===== src/tsd_regs.vh =====
`ifndef TSD_REGS_VH
`define TSD_REGS_VH

// ----------------------------------------
// Command opcodes
// ----------------------------------------
`define TSD_OP_SOFT_RESET 8'h00
`define TSD_OP_CLEAR_INT 8'h03
`define TSD_OP_SLEEP 8'h05
`define TSD_OP_WAKE 8'h06
`define TSD_OP_WR_CONFIG 8'h30
`define TSD_OP_RD_CONFIG 8'h33
`define TSD_OP_WR_CLOCK 8'h35
`define TSD_OP_RD_CLOCK 8'h36
`define TSD_OP_WR_MASK 8'h39
`define TSD_OP_RD_MASK 8'h3A
`define TSD_OP_INT_BUS 8'h3C

// ----------------------------------------
// Reset values and fields
// ----------------------------------------
`define TSD_CONFIG_RST 8'h00
`define TSD_SENSOR_STATE_REG_RST 8'h00
`define TSD_CLOCK_RST 8'h0C
`define TSD_MASK_RST 8'hFF
`define TSD_CLK_FRQ_MSB 4
`define TSD_CLK_FRQ_LSB 0

// ----------------------------------------
// Counts
// ----------------------------------------
`define TSD_RUN_LEN 7'h40
`define TSD_ADDR_HI 6'h1D
`define TSD_STARTUP_CYC 1024
`define TSD_SAMP_BASE 64
`define TSD_SAMP_STEP 8
`define TSD_EVAL_MAX 2048

`endif

===== src/tsd_core.v =====
`timescale 1ns/1ps
`include "tsd_regs.vh"

// Notes on behaviour
// - Channels are evaluated in turn; reference starts at each channel's sample point, except masked channels when config bit 0 is set.
// - Reference tripping first gives an up pulse, sensor first a down pulse.
// - Per-channel run counter restarts whenever pulse direction changes.
// - Detect output sets only after 64 consecutive up pulses.
// - Detect outputs ANDed with the mask register stored in sensor state register; any change raises interrupt.
// - Sample rate is divided from the clock, adjustable by clock setting register.
// - Config, clock and mask each writable only by their own write command.
// - Soft reset opcode restores channels, registers and ends bus-interrupt mode.
// - Soft reset ends command sleep and reruns start-up with fast charging before sensing.
// - Clear-interrupt opcode releases the active-low interrupt output.
// - Config write takes one data byte; config read returns one byte.
// - Clock write takes one data byte; clock read returns one byte.
// - Mask write takes one data byte; mask read returns one byte.
// - Only power-on reset and soft reset exist.
// - Asleep powers down oscillator, regulator and analog blocks.
// - Asleep keeps registers and still serves bus commands.
// - Leaving sleep reruns full start-up with fast charging before sensing.
// - Sleep by opcode or high pin; awake only once command sleep is cleared by wake opcode or soft reset and the pin is low.
// - Command sleep and pin sleep are tracked and ended independently.
// - Read transaction returns sensor state and clears the interrupt.
// - Sensor state may be read repeatedly within one read transaction.
// - Sensor state bit n reflects channel n.
module tsd_core #(
	parameter STARTUP_CYC = `TSD_STARTUP_CYC,
	parameter EVAL_MAX = `TSD_EVAL_MAX,
	parameter SAMP_BASE = `TSD_SAMP_BASE,
	parameter SAMP_STEP = `TSD_SAMP_STEP
) (
	// Clock and power-on reset
	input wire mclk_i,
	input wire rst_i,
	// Serial bus
	input wire scl_i,
	input wire sda_i,
	output wire sda_o,
	output wire sda_oe_n_o,
	input wire a0_i,
	// Sleep and interrupt
	input wire sleep_i,
	output wire int_n_o,
	output wire int_over_bus_o,
	// Comparators and front end
	input wire ref_cmp_i,
	input wire [7:0] sensor_state_reg_cmp_i,
	output reg ref_start_o,
	output reg [2:0] chan_sel_o,
	output reg up_step_pulse_o,
	output reg down_step_pulse_o,
	output reg [7:0] channel_detect_out_o,
	// Power control
	output wire asleep_o,
	output wire osc_en_o,
	output wire vreg_en_o,
	output wire analog_en_o,
	output wire fast_start_o,
	output reg soft_reset_o,
	// Register contents
	output wire [7:0] sensor_state_o,
	output wire [7:0] config_o,
	output wire [7:0] clock_set_o,
	output wire [7:0] mask_o
);

	// ----------------------------------------
	// Input synchronisers
	// ----------------------------------------
	reg [12:0] sy1_q, sy2_q, sy3_q, syn_q;
	// Stable once second and third stage agree
	always @(posedge mclk_i) begin
		if (rst_i) begin
			// Idle pin levels, so no false edge or sleep follows reset
			sy1_q <= 13'h1_800;
			sy2_q <= 13'h1_800;
			sy3_q <= 13'h1_800;
			syn_q <= 13'h1_800;
		end else begin
			sy1_q <= {scl_i, sda_i, a0_i, sleep_i, ref_cmp_i, sensor_state_reg_cmp_i};
			sy2_q <= sy1_q;
			sy3_q <= sy2_q;
			syn_q <= (sy2_q & sy3_q) | (syn_q & (sy2_q | sy3_q));
		end
	end
	wire scl_s = syn_q[12];
	wire sda_s = syn_q[11];
	wire a0_s = syn_q[10];
	wire pin_sleep_s = syn_q[9];
	wire ref_s = syn_q[8];
	wire [7:0] sen_s = syn_q[7:0];
	reg scl_p_q, sda_p_q;
	always @(posedge mclk_i) begin
		scl_p_q <= rst_i ? 1'b1 : scl_s;
		sda_p_q <= rst_i ? 1'b1 : sda_s;
	end
	wire scl_rise = scl_s & ~scl_p_q;
	wire scl_fall = ~scl_s & scl_p_q;
	wire bus_start = scl_s & scl_p_q & sda_p_q & ~sda_s;
	wire bus_stop = scl_s & scl_p_q & ~sda_p_q & sda_s;

	// ----------------------------------------
	// Serial slave
	// ----------------------------------------
	localparam S_IDLE = 6'b00_0001;
	localparam S_ADDR = 6'b00_0010;
	localparam S_CMD = 6'b00_0100;
	localparam S_DATA = 6'b00_1000;
	localparam S_RD = 6'b01_0000;
	localparam S_RACK = 6'b10_0000;
	localparam RS_SENSOR_STATE_REG = 2'd0;
	localparam RS_CONF = 2'd1;
	localparam RS_CLK = 2'd2;
	localparam RS_MASK = 2'd3;

	reg [5:0] st_q, nxt_q;
	reg [3:0] bcnt_q;
	reg [7:0] sh_q, tx_q, op_q;
	reg ack_ph_q, drive_q, mack_q;
	reg cmd_stb_q, wr_stb_q, rd_stb_q;
	reg [7:0] cmd_q, wdat_q;
	reg [1:0] rd_sel_q;
	reg [7:0] sensor_state_reg_q, config_q, clock_q, mask_q;

	function [7:0] rd_mux;
		input [1:0] sel;
		input [7:0] s, c, k, m;
		begin
			case (sel)
				RS_CONF: rd_mux = c;
				RS_CLK: rd_mux = k;
				RS_MASK: rd_mux = m;
				default: rd_mux = s;
			endcase
		end
	endfunction
	wire [7:0] rd_byte = rd_mux(rd_sel_q, sensor_state_reg_q, config_q, clock_q, mask_q);

	// Bus runs in sleep too: this clock is the digital domain, not the sensing oscillator
	always @(posedge mclk_i) begin
		cmd_stb_q <= 1'b0;
		wr_stb_q <= 1'b0;
		rd_stb_q <= 1'b0;
		if (rst_i) begin
			st_q <= S_IDLE;
			nxt_q <= S_IDLE;
			bcnt_q <= 4'h0;
			sh_q <= 8'h00;
			tx_q <= 8'h00;
			op_q <= 8'h00;
			ack_ph_q <= 1'b0;
			drive_q <= 1'b0;
			mack_q <= 1'b0;
			cmd_q <= 8'h00;
			wdat_q <= 8'h00;
		end else if (bus_start) begin
			st_q <= S_ADDR;
			bcnt_q <= 4'h0;
			ack_ph_q <= 1'b0;
			drive_q <= 1'b0;
		end else if (bus_stop) begin
			st_q <= S_IDLE;
			ack_ph_q <= 1'b0;
			drive_q <= 1'b0;
		end else if (scl_rise) begin
			if (st_q == S_RACK) begin
				mack_q <= ~sda_s;
			end else if (st_q == S_RD) begin
				bcnt_q <= bcnt_q + 4'h1;
			end else if (!ack_ph_q && st_q != S_IDLE) begin
				sh_q <= {sh_q[6:0], sda_s};
				bcnt_q <= bcnt_q + 4'h1;
			end
		end else if (scl_fall) begin
			if (ack_ph_q) begin
				ack_ph_q <= 1'b0;
				bcnt_q <= 4'h0;
				st_q <= nxt_q;
				drive_q <= (nxt_q == S_RD) ? ~tx_q[7] : 1'b0;
				tx_q <= {tx_q[6:0], 1'b0};
			end else case (st_q)
				S_ADDR: if (bcnt_q == 4'h8) begin
					if (sh_q[7:1] == {`TSD_ADDR_HI, a0_s}) begin
						ack_ph_q <= 1'b1;
						drive_q <= 1'b1;
						if (sh_q[0]) begin
							nxt_q <= S_RD;
							tx_q <= rd_byte;
							rd_stb_q <= 1'b1;
						end else begin
							nxt_q <= S_CMD;
						end
					end else begin
						st_q <= S_IDLE;
					end
				end
				S_CMD: if (bcnt_q == 4'h8) begin
					ack_ph_q <= 1'b1;
					drive_q <= 1'b1;
					op_q <= sh_q;
					cmd_q <= sh_q;
					cmd_stb_q <= 1'b1;
					// write opcodes take one data byte
					if (sh_q == `TSD_OP_WR_CONFIG || sh_q == `TSD_OP_WR_CLOCK ||
							sh_q == `TSD_OP_WR_MASK) begin
						nxt_q <= S_DATA;
					end else begin
						nxt_q <= S_IDLE;
					end
				end
				S_DATA: if (bcnt_q == 4'h8) begin
					ack_ph_q <= 1'b1;
					drive_q <= 1'b1;
					wdat_q <= sh_q;
					wr_stb_q <= 1'b1;
					nxt_q <= S_IDLE;
				end
				S_RD: begin
					if (bcnt_q == 4'h8) begin
						drive_q <= 1'b0;
						st_q <= S_RACK;
					end else begin
						drive_q <= ~tx_q[7];
						tx_q <= {tx_q[6:0], 1'b0};
					end
				end
				S_RACK: begin
					bcnt_q <= 4'h0;
					// master ack repeats the sensor byte
					if (mack_q) begin
						st_q <= S_RD;
						drive_q <= ~sensor_state_reg_q[7];
						tx_q <= {sensor_state_reg_q[6:0], 1'b0};
						rd_stb_q <= 1'b1;
					end else begin
						st_q <= S_IDLE;
					end
				end
				default: st_q <= S_IDLE;
			endcase
		end
	end
	assign sda_o = 1'b0;
	assign sda_oe_n_o = ~drive_q;

	// ----------------------------------------
	// Registers and modes
	// ----------------------------------------
	// soft reset applied one cycle after decode
	wire srst = rst_i | soft_reset_o;
	reg int_q, int_bus_q, cmd_sleep_q;
	wire [7:0] det_w;
	wire is_op_soft = cmd_stb_q && cmd_q == `TSD_OP_SOFT_RESET;

	always @(posedge mclk_i) begin
		soft_reset_o <= rst_i ? 1'b0 : is_op_soft;
	end

	always @(posedge mclk_i) begin
		if (srst) begin
			config_q <= `TSD_CONFIG_RST;
			clock_q <= `TSD_CLOCK_RST;
			mask_q <= `TSD_MASK_RST;
			sensor_state_reg_q <= `TSD_SENSOR_STATE_REG_RST;
			int_q <= 1'b0;
			int_bus_q <= 1'b0;
			cmd_sleep_q <= 1'b0;
			rd_sel_q <= RS_SENSOR_STATE_REG;
		end else begin
			sensor_state_reg_q <= det_w;
			// change raises interrupt; set beats clear
			if (det_w != sensor_state_reg_q) begin
				int_q <= 1'b1;
			// clear on command; cleared by read
			end else if ((cmd_stb_q && cmd_q == `TSD_OP_CLEAR_INT) ||
					(rd_stb_q && rd_sel_q == RS_SENSOR_STATE_REG)) begin
				int_q <= 1'b0;
			end
			if (rd_stb_q) begin
				rd_sel_q <= RS_SENSOR_STATE_REG;
			end
			if (cmd_stb_q) begin
				case (cmd_q)
					// sleep and wake opcodes; command flag only
					`TSD_OP_SLEEP: cmd_sleep_q <= 1'b1;
					`TSD_OP_WAKE: cmd_sleep_q <= 1'b0;
					// bus interrupt mode until soft reset
					`TSD_OP_INT_BUS: int_bus_q <= 1'b1;
					`TSD_OP_RD_CONFIG: rd_sel_q <= RS_CONF;
					`TSD_OP_RD_CLOCK: rd_sel_q <= RS_CLK;
					`TSD_OP_RD_MASK: rd_sel_q <= RS_MASK;
					default: rd_sel_q <= rd_sel_q;
				endcase
			end
			// each register only through its own write
			if (wr_stb_q) begin
				case (op_q)
					`TSD_OP_WR_CONFIG: config_q <= wdat_q;
					`TSD_OP_WR_CLOCK: clock_q <= wdat_q;
					`TSD_OP_WR_MASK: mask_q <= wdat_q;
					default: config_q <= config_q;
				endcase
			end
		end
	end
	assign int_n_o = ~int_q;
	assign int_over_bus_o = int_bus_q;
	assign sensor_state_o = sensor_state_reg_q;
	assign config_o = config_q;
	assign clock_set_o = clock_q;
	assign mask_o = mask_q;

	// ----------------------------------------
	// Sleep and start-up
	// ----------------------------------------
	// pin sleep follows the pin alone
	wire asleep = cmd_sleep_q | pin_sleep_s;
	localparam [15:0] STARTUP_N = STARTUP_CYC[15:0];
	reg [15:0] start_cnt_q;
	always @(posedge mclk_i) begin
		// start-up rerun after sleep and reset
		if (srst || asleep) begin
			start_cnt_q <= STARTUP_N;
		end else if (start_cnt_q != 16'h0000) begin
			start_cnt_q <= start_cnt_q - 16'h0001;
		end
	end
	// power down in sleep; registers untouched
	assign asleep_o = asleep;
	assign osc_en_o = ~asleep;
	assign vreg_en_o = ~asleep & ~config_q[2];
	assign analog_en_o = ~asleep;
	assign fast_start_o = ~asleep & (start_cnt_q != 16'h0000);

	// ----------------------------------------
	// Channel sequencer
	// ----------------------------------------
	localparam Q_WAIT = 3'b001;
	localparam Q_EVAL = 3'b010;
	localparam Q_NEXT = 3'b100;
	localparam [15:0] EVAL_N = EVAL_MAX[15:0];
	reg [2:0] sq_q;
	reg [15:0] div_q, ev_q;
	reg [6:0] run_q [0:7];
	reg dir_q [0:7];
	// divider period set by clock setting field
	wire [15:0] samp_per = SAMP_BASE[15:0] +
		SAMP_STEP[15:0] * {11'h000, clock_q[`TSD_CLK_FRQ_MSB:`TSD_CLK_FRQ_LSB]};
	wire run_ok = ~asleep & ~fast_start_o;
	wire chan_on = ~config_q[0] | mask_q[chan_sel_o];
	integer i;
	assign det_w = channel_detect_out_o & mask_q;

	always @(posedge mclk_i) begin
		up_step_pulse_o <= 1'b0;
		down_step_pulse_o <= 1'b0;
		ref_start_o <= 1'b0;
		if (srst) begin
			sq_q <= Q_WAIT;
			div_q <= 16'h0000;
			ev_q <= 16'h0000;
			chan_sel_o <= 3'h0;
			channel_detect_out_o <= 8'h00;
			for (i = 0; i < 8; i = i + 1) begin
				run_q[i] <= 7'h00;
				dir_q[i] <= 1'b0;
			end
		end else if (!run_ok) begin
			sq_q <= Q_WAIT;
			div_q <= 16'h0000;
		end else begin
			case (sq_q)
				Q_WAIT: begin
					div_q <= div_q + 16'h0001;
					// reference started at the sampling point
					if (div_q >= samp_per) begin
						div_q <= 16'h0000;
						ev_q <= 16'h0000;
						if (chan_on) begin
							ref_start_o <= 1'b1;
							sq_q <= Q_EVAL;
						end else begin
							sq_q <= Q_NEXT;
						end
					end
				end
				Q_EVAL: begin
					ev_q <= ev_q + 16'h0001;
					if (sen_s[chan_sel_o] || ref_s) begin
						sq_q <= Q_NEXT;
						up_step_pulse_o <= ~sen_s[chan_sel_o];
						down_step_pulse_o <= sen_s[chan_sel_o];
						if (dir_q[chan_sel_o] == sen_s[chan_sel_o]) begin
							run_q[chan_sel_o] <= 7'h01;
							dir_q[chan_sel_o] <= ~sen_s[chan_sel_o];
						end else if (run_q[chan_sel_o] != `TSD_RUN_LEN) begin
							run_q[chan_sel_o] <= run_q[chan_sel_o] + 7'h01;
							if (run_q[chan_sel_o] == `TSD_RUN_LEN - 7'h01) begin
								channel_detect_out_o[chan_sel_o] <= dir_q[chan_sel_o];
							end
						end
					end else if (ev_q >= EVAL_N) begin
						sq_q <= Q_NEXT;
					end
				end
				Q_NEXT: begin
					chan_sel_o <= chan_sel_o + 3'h1;
					sq_q <= Q_WAIT;
				end
				default: sq_q <= Q_WAIT;
			endcase
		end
	end

endmodule // tsd_core


===== config.mk =====
export PLATFORM = sky130hd
export DESIGN_NAME = tsd_core
export DESIGN_NICKNAME = d
export VERILOG_FILES = /design/src/tsd_core.v
export VERILOG_INCLUDE_DIRS = /design/src
export SDC_FILE = /design/constraint.sdc
export NUM_CORES = 1
export LEC_CHECK = 0
export BUFFER_PORTS_ARGS = -buffer_cell sky130_fd_sc_hd__buf_2
export CAP_MARGIN = 20
export CELL_PAD_IN_SITES_DETAIL_PLACEMENT = 0
export CELL_PAD_IN_SITES_GLOBAL_PLACEMENT = 2
export CORE_ASPECT_RATIO = 1.25
export CORE_MARGIN = 1
export CORE_UTILIZATION = 40
export DETAILED_ROUTE_END_ITERATION = 7
export GPL_TIMING_DRIVEN = 0
export PLACE_DENSITY = 0.89
export SYNTH_ARGS = -nofsm -noshare
export SYNTH_HDL_FRONTEND = slang
export SYNTH_SLANG_ARGS = --single-unit

===== constraint.sdc =====
create_clock -name mclk_i -period 3.8 [get_ports mclk_i]
set_input_delay 0.38 -clock mclk_i [delete_from_list [all_inputs] [get_ports mclk_i]]
set_output_delay 0.38 -clock mclk_i [all_outputs]
set_load 0.01 [all_outputs]

==> results of run 1 <==
[state kept, by name, summed over array words and instances (netlist names), 6 cells and up, named ones only]
name and flops:
run_q 56, div_q 16, ev_q 16, start_cnt_q 16, sy1_q 13, sy2_q 13
sy3_q 13, syn_q 13, channel_detect_out_o 8, clock_set_o 8, cmd_q 8, config_o 8
dir_q 8, mask_o 8, sensor_state_o 8, sh_q 8, tx_q 8, wdat_q 8
st_q 6
[what timing repair did]
| item | in CTS | in global routing |
|---|---|---|
| buffers inserted | 2 | 3 |
| setup endpoints to repair | 112 | 72 |
| hold buffers | 2 | 0 |
| gates resized for setup | 9 | 5 |
| pin swaps | 1 | 2 |
| endpoints found under the hold margin | 2 | 0 |
[stage by stage]
| stage | util (%) | TNS (ns) |
|---|---|---|
| 3_5_place_dp | 43.6 | -40.54 |
| 2_1_floorplan | - | 0 |
| 4_1_cts | 47.1 | -0.0936 |
| 3_3_place_gp | 43.6 | -33.14 |
| 6_report | 47.3 | 0 |
| 5_1_grt | 47.3 | 0 |
[cell type report]
cell class / count / area [sq um] / share of cell area (%)
Buffer: 64 / 264 / 1.85
Clock buffer: 40 / 840 / 5.88
Clock inverter: 15 / 154 / 1.08
Inverter: 27 / 101 / 0.710
Multi-Input combinational cell: 875 / 5840 / 40.9
Sequential cell: 276 / 6170 / 43.2
Tap cell: 401 / 502 / 3.51
Timing Repair Buffer: 77 / 410 / 2.87
[per-layer routing]
metal  share of wire [%]  vias up
li1                    -     4619
met1                  42     4455
met2                  52      166
met3                 4.0       42
met4                 1.9        0
met5                   0        -
[cells by family (layout without fill, tap and decap cells)]
| group | count (synthesis) | count (layout) | share of synthesized area, % |
|---|---|---|---|
| adders and majority gates | 22 | 22 | 2.23 |
| and+or+nand+nor | 542 | 542 | 21.8 |
| buffers and inverters | 92 | 223 | 2.97 |
| DFF | 276 | 276 | 50.0 |
| xor gates and xnor gates | 60 | 60 | 4.26 |
| other | 1 | 1 | 0.0304 |
| AOI/OAI and AO/OA | 156 | 156 | 8.24 |
| muxes | 94 | 94 | 10.4 |
[worst max-delay path, cell delays in order (launching register included)]
cell and delay, ns:
dfxtp_1 0.30, clkbuf_1 0.37, clkbuf_1 0.50, mux2i_1 0.24, ha_1 0.27, nand2_1 0.10, nor4b_2 0.07, o221a_2 0.31
a211oi_1 0.40, nor2_2 0.11, o21ai_1 0.61
[worst paths after layout]
path	startpoint	end	slack (ns)
setup / recovery	flop	run_q[5][0]$_SDFFCE_PN0P_	0.16
hold / removal	a0_i	sy1_q[10]$_SDFF_PP0_	0.04
setup reg to reg	flop	run_q[5][0]$_SDFFCE_PN0P_	0.16
hold reg to reg	sy1_q[12]$_SDFF_PP1_	sy2_q[12]$_SDFF_PP1_	0.41
[synthesized netlist by cell type (7+ instances only)]
cell | instances | area share (%)
dfxtp_1 | 212 | 34
nor2_1 | 208 | 6.3
nand2_1 | 101 | 3.1
edfxtp_1 | 64 | 16
mux2i_1 | 61 | 5.0
clkbuf_1 | 55 | 1.7
nor2b_1 | 46 | 2.3
a21oi_1 | 45 | 1.8
xnor2_1 | 33 | 2.3
nand3_1 | 30 | 1.2
xor2_1 | 27 | 1.9
mux4_2 | 26 | 4.8
inv_1 | 24 | 0.73
o21ai_1 | 23 | 0.93
ha_1 | 22 | 2.2
o21ai_0 | 21 | 0.85
nand4_1 | 19 | 0.96
nor3_1 | 19 | 0.77
nor4_1 | 16 | 0.81
nand3b_1 | 12 | 0.73
or3_1 | 12 | 0.61
a211oi_1 | 11 | 0.67
a22oi_1 | 10 | 0.61
and3_1 | 9 | 0.46
a311oi_1 | 8 | 0.57
nand2b_1 | 8 | 0.41
or2_2 | 8 | 0.41
a2bb2oi_1 | 7 | 0.50
and2_1 | 7 | 0.36
[power by group through the flow]
stage | logic, mW | clock network (mW) | registers [mW]
6_report | 0.362 | 2.93 | 3.15
5_1_grt | 0.408 | 3.08 | 3.16
4_1_cts | 0.366 | 2.99 | 3.15
3_5_place_dp | 0.361 | 0 | 3.21
3_3_place_gp | 0.355 | 0 | 3.21
2_1_floorplan | 0.277 | 0 | 3.20
==> run_results.csv, run 1 <==
group,metric,value,unit
global_route,grt_max_degree,15,
sta,drv_slew,0,
placement,routabilityCongestion,0.858,
route,drc,0,
synth,netlist_area,12300,sq um
clock_network,clk_pin_slew,0.06,ns
die,core,30200,sq um
synth,avgSynthCellArea,9.91,sq um
placement,hpwl,23.0,mm
placement,placedCellCount,1713,
global_route,met2_usage,36.9,%
sta,hold_violations,0,
power_and_ir_drop,powerDensity,451,nW/um^2
route,dr.pass1.iters,5,
sta,post-route-period-util,95.9,%
synth,ys_async_sr_fraction,0,%
global_route,top_usage_layer,"met2",
placement,place_ws,-0.597,ns
layout,layout_commonest_cell,"dfxtp_1",
power_and_ir_drop,seqPwrFrac,48.9,%
die,initial_utilization,40.8,%
synth,ys_warn_count,0,
worst_setup_path,cp_data_arrival_time,3.83,ns
layout,finish.cell_count_without_fillers,1775,
sta,final.setup.worst_slack,0.155,ns
clock_network,cts_root_buf,"clkbuf_16",
power_and_ir_drop,pwr-share-comb,5.6,%
sta,setup_viol,0,
synth,seq_area_frac_synth,50.0,%
worst_setup_path,cp-start-kind,"flop",
clock_network,h-tree-depth,1,
layout,final_nets,1388,
route,vias,9282,
die,row_count,71,
worst_setup_path,cp_max_fo,10,
sta,max_slew_margin,33.9,%
global_route,grt_pass1_vias,9119,
min_path,min_path_type,"in2reg",
synth,synth_edf_count,64,
synth,synth_fp_nets,1280,
layout,area_growth_syn_to_layout,15.9,%
global_route,overflow,0,
power_and_ir_drop,p_leak,5.40,nW
power_and_ir_drop,swShare,22.6,%
route,wire_per_inst,17.5,microns
min_path,whs_path_depth,2,
sta,worstMarginPinSlew,0.982,ns
clock_network,cts.sinks,276,
worst_setup_path,cp.required,3.98,ns
global_route,grt_usage,19.9,%
route,avgViaCountPerCell,5.23,
power_and_ir_drop,ir_worst_vdd,0.324,mV
status,status,"complete, no violations",
synth,ys_seq_elements,276,
layout,diodes,0,
die,pin_count,71,
sta,post-route-min-period,3.64,ns
worst_setup_path,reg2reg_depth,10,
global_route,use_met1,23.8,%
power_and_ir_drop,p_int,4.98,mW
layout,drive_above_1_share,13.9,%
layout,design_area,14300,sq um
sta,max_freq,0.274,GHz
route,drt-total-wl,31.1,mm
synth,synthCells,1243,
global_route,antenna_found_initial,0,
clock_network,clk_latency,0.56,ns
placement,portBuffers,69,
synth,ys_types,75,
die,die_area,31500,sq um
power_and_ir_drop,p_clk_share,45.5,%
power_and_ir_drop,p_switching,1.46,mW
worst_setup_path,cp-end-kind,"flop",
route,ant_nets,0,
synth,yosys_most_used_dff,"dfxtp_1",
layout,final.fill_count,2900,
die,die_w,159,microns
sta,final.setup_skew,0.0131,ns
power_and_ir_drop,finalPower,6.44,mW
global_route,use_met3,2.79,%
sta,hold-worst-slack,0.0376,ns
die,die_y,198,microns
flow_run,max_cap_viol_count,0,
layout,layout_common_cells,"dfxtp_1 (212), nor2_1 (207), nand2_1 (101)",
clock_network,cts_max_path_buffers,3,
worst_setup_path,worstSetupPathType,"reg2reg",
placement,place_area,13200,sq um
sta,rsz0062_at_grt,"no",
clock_network,tritoncts,"yes",
global_route,grt_pass1_wl,49.7,mm
clock_network,numCtsBuffers,30,
route,drt_iter0_drc,469,
No activity file was read; power rests on OpenSTA's default activity.
==> inputs of run 2 (changes only) <==
==> constraint.sdc (replaced) <==
create_clock -name mclk_i -period 3.8 [get_ports mclk_i]
set_input_delay 0.19 -clock mclk_i [delete_from_list [all_inputs] [get_ports mclk_i]]
set_output_delay 0.19 -clock mclk_i [all_outputs]
set_load 0.01 [all_outputs]
==> run 2 against run 1 <==
Sequential share of layout area down 0.33 points. Cell count up 0.62%. Fmax up 0.68%. Largest power group unchanged. Critical path depth unchanged. Power up 0.15%. Global-route usage about the same. Setup slack better by 0.025 ns. Sequential power about the same. Register-to-register slack better by 0.02 ns. Wire length up 0.17%. Die area unchanged.
==> run_results.csv, run 2 (synthesis results as in run 1) <==
group,metric,value,unit
die,row_count,71,
clock_network,tritoncts,"yes",
power_and_ir_drop,p_switching,1.46,mW
min_path,min_path_type,"in2reg",
route,vias,9359,
layout,finish.cell_count_without_fillers,1786,
worst_setup_path,cp_slowest_cell,"o21ai_1",
clock_network,cts_root_buf,"clkbuf_16",
clock_network,clk_pin_slew,0.06,ns
die,die_y,198,microns
flow_run,max_cap_viol_count,0,
worst_setup_path,reg2reg_depth,10,
sta,hold_violations,0,
route,ant_nets,0,
die,die_area,31500,sq um
sta,post-route-period-util,95.3,%
clock_network,cts_max_path_buffers,3,
route,drc,0,
worst_setup_path,cp_cell_sequence,"clkbuf_1 -> clkbuf_1 -> mux2i_1 -> ha_1 -> nand2_1 -> nor4b_2 -> o221a_2 -> a211oi_1 -> nor2_2 -> o21ai_1",
status,status,"complete, no violations",
power_and_ir_drop,p_clk_share,45.4,%
worst_setup_path,worstSetupPathType,"reg2reg",
global_route,overflow,0,
sta,drv_slew,0,
worst_setup_path,cp-end-kind,"flop",
min_path,whs_path_depth,3,
min_path,holdPathEnd,"scl_p_q$_SDFF_PP1_",
sta,max_freq,0.276,GHz
placement,hpwl,23.0,mm
worst_setup_path,worst_r2r_endpoint,"run_q[5][0]$_SDFFCE_PN0P_",
route,avgViaCountPerCell,5.24,
layout,layout_common_cells,"dfxtp_1 (212), nor2_1 (207), nand2_1 (101)",
worst_setup_path,worstSetupPathDepth,10,
power_and_ir_drop,finalPower,6.45,mW
worst_setup_path,cp_common_cell,"clkbuf_1",
worst_setup_path,critPathBufInv,2,
sta,final.setup_skew,0.0148,ns
global_route,grt_pass1_wl,49.8,mm
worst_setup_path,worst_path_dominant_cell_family,"compound AO/OA/AOI/OAI gates",
placement,portBuffers,69,
global_route,grt_max_degree,15,
global_route,grt_usage,19.9,%
die,initial_utilization,40.8,%
layout,area_growth_syn_to_layout,16.8,%
layout,top_register,"run_q",
clock_network,cts.sinks,276,
worst_setup_path,reg2reg_slack,0.18,ns
layout,layout_commonest_cell,"dfxtp_1",
sta,rsz0062_at_grt,"no",
power_and_ir_drop,powerDensity,448,nW/um^2
power_and_ir_drop,swShare,22.6,%
route,drt-total-wl,31.1,mm
clock_network,h-tree-depth,1,
power_and_ir_drop,pwr-share-comb,5.7,%
sta,post-route-min-period,3.62,ns
power_and_ir_drop,p_int,4.99,mW
worst_setup_path,cp.required,3.98,ns
clock_network,numCtsBuffers,30,
sta,setup_viol,0,
layout,final_nets,1399,
placement,routabilityCongestion,0.858,
die,die_w,159,microns
global_route,antenna_found_initial,0,
route,wire_per_inst,17.4,microns
layout,final_core_util,47.6,%
sta,worstMarginPinSlew,0.981,ns
power_and_ir_drop,ir_worst_vdd,0.326,mV
min_path,min_from,"rst_i",
die,core,30200,sq um
worst_setup_path,cp-start-kind,"flop",
die,pin_count,71,
power_and_ir_drop,p_leak,5.45,nW
route,drt_iter0_drc,466,
layout,drive_above_1_share,13.8,%
global_route,grt_pass1_vias,9164,
worst_setup_path,cp_data_arrival_time,3.80,ns
sta,max_slew_margin,34.0,%
placement,placedCellCount,1713,
power_and_ir_drop,seqPwrFrac,48.8,%
worst_setup_path,cp_max_fo,10,
worst_setup_path,max_stage_delay,0.60,ns
route,dr.pass1.iters,4,
layout,largest_reg_flops,56,
clock_network,clk_latency,0.56,ns
layout,diodes,0,
==> run 2: cell types whose count changed in the layout (fill, tap and decap cells not counted), sizes merged <==
cell	delta
dlygate4sd3	+11
==> run 2: worst register-to-register path: stages, from the launching register on <==
cell and delay [ns]:
dfxtp_1 0.30, clkbuf_1 0.37, clkbuf_1 0.51, mux2i_1 0.24, ha_1 0.27, nand2_1 0.10
nor4b_2 0.07, o221a_2 0.31, a211oi_1 0.39, nor2_2 0.11, o21ai_1 0.60
==> run 2: layer usage <==
metal / up-vias / wire length (microns) / track usage, %
li1: 4642 / - / -
met1: 4491 / 13000 / 23.8
met2: 184 / 16200 / 37.1
met3: 42 / 1340 / 2.79
met4: 0 / 606 / 5.56
met5: - / 0 / 0
==> run 2: repair_timing <==
item,in CTS,in global routing
pin swaps,1,2
hold endpoints to repair,13,0
gates resized for setup,9,5
hold buffers,13,0
setup endpoints to repair,112,72
setup buffers,2,3
==> run 2: how the worst max path moves through the flow <==
stage                     slack [ns]  from                         to
after floorplan                 0.50  flop  run_q[0][0]$_SDFFCE_PN0P_
after global placement         -0.52  flop  run_q[3][6]$_SDFFCE_PN0P_
after detailed placement       -0.60  flop  run_q[3][5]$_SDFFCE_PN0P_
after CTS                      -0.01  flop  run_q[6][2]$_SDFFCE_PN0P_
after global routing            0.01  flop  run_q[5][4]$_SDFFCE_PN0P_
final                           0.18  flop  run_q[5][0]$_SDFFCE_PN0P_
==> run 2: power groups by stage <==
stage | sequential [mW] | clock, mW | combinational [mW]
after global routing | 3.16 | 3.08 | 0.417
final | 3.15 | 2.93 | 0.370
after detailed placement | 3.21 | 0 | 0.361
after global placement | 3.21 | 0 | 0.355
after CTS | 3.15 | 2.99 | 0.374
after floorplan | 3.20 | 0 | 0.277
==> run 2: final cells by class <==
class,instances,area [sq um]
fill,2887,15800
clock inverter,15,154
tap,401,502
timing repair buffer,88,520
inverter,27,101
buffer,64,264
clock buffer,40,840
sequential,276,6170
multi-input combinational,875,5840
==> run 2: stage by stage <==
stage / TNS (ns) / area, sq um / hold slack, ns / worst slack (ns)
3_3_place_gp: -33.14 / 13200 / 0.376 / -0.525
2_1_floorplan: 0 / 12300 / 0.294 / 0.502
6_report: 0 / 14400 / 0.106 / 0.180
3_5_place_dp: -40.54 / 13200 / 0.380 / -0.597
5_1_grt: 0 / 14400 / 0.145 / 0.0139
4_1_cts: -0.0936 / 14300 / 0.109 / -0.0112
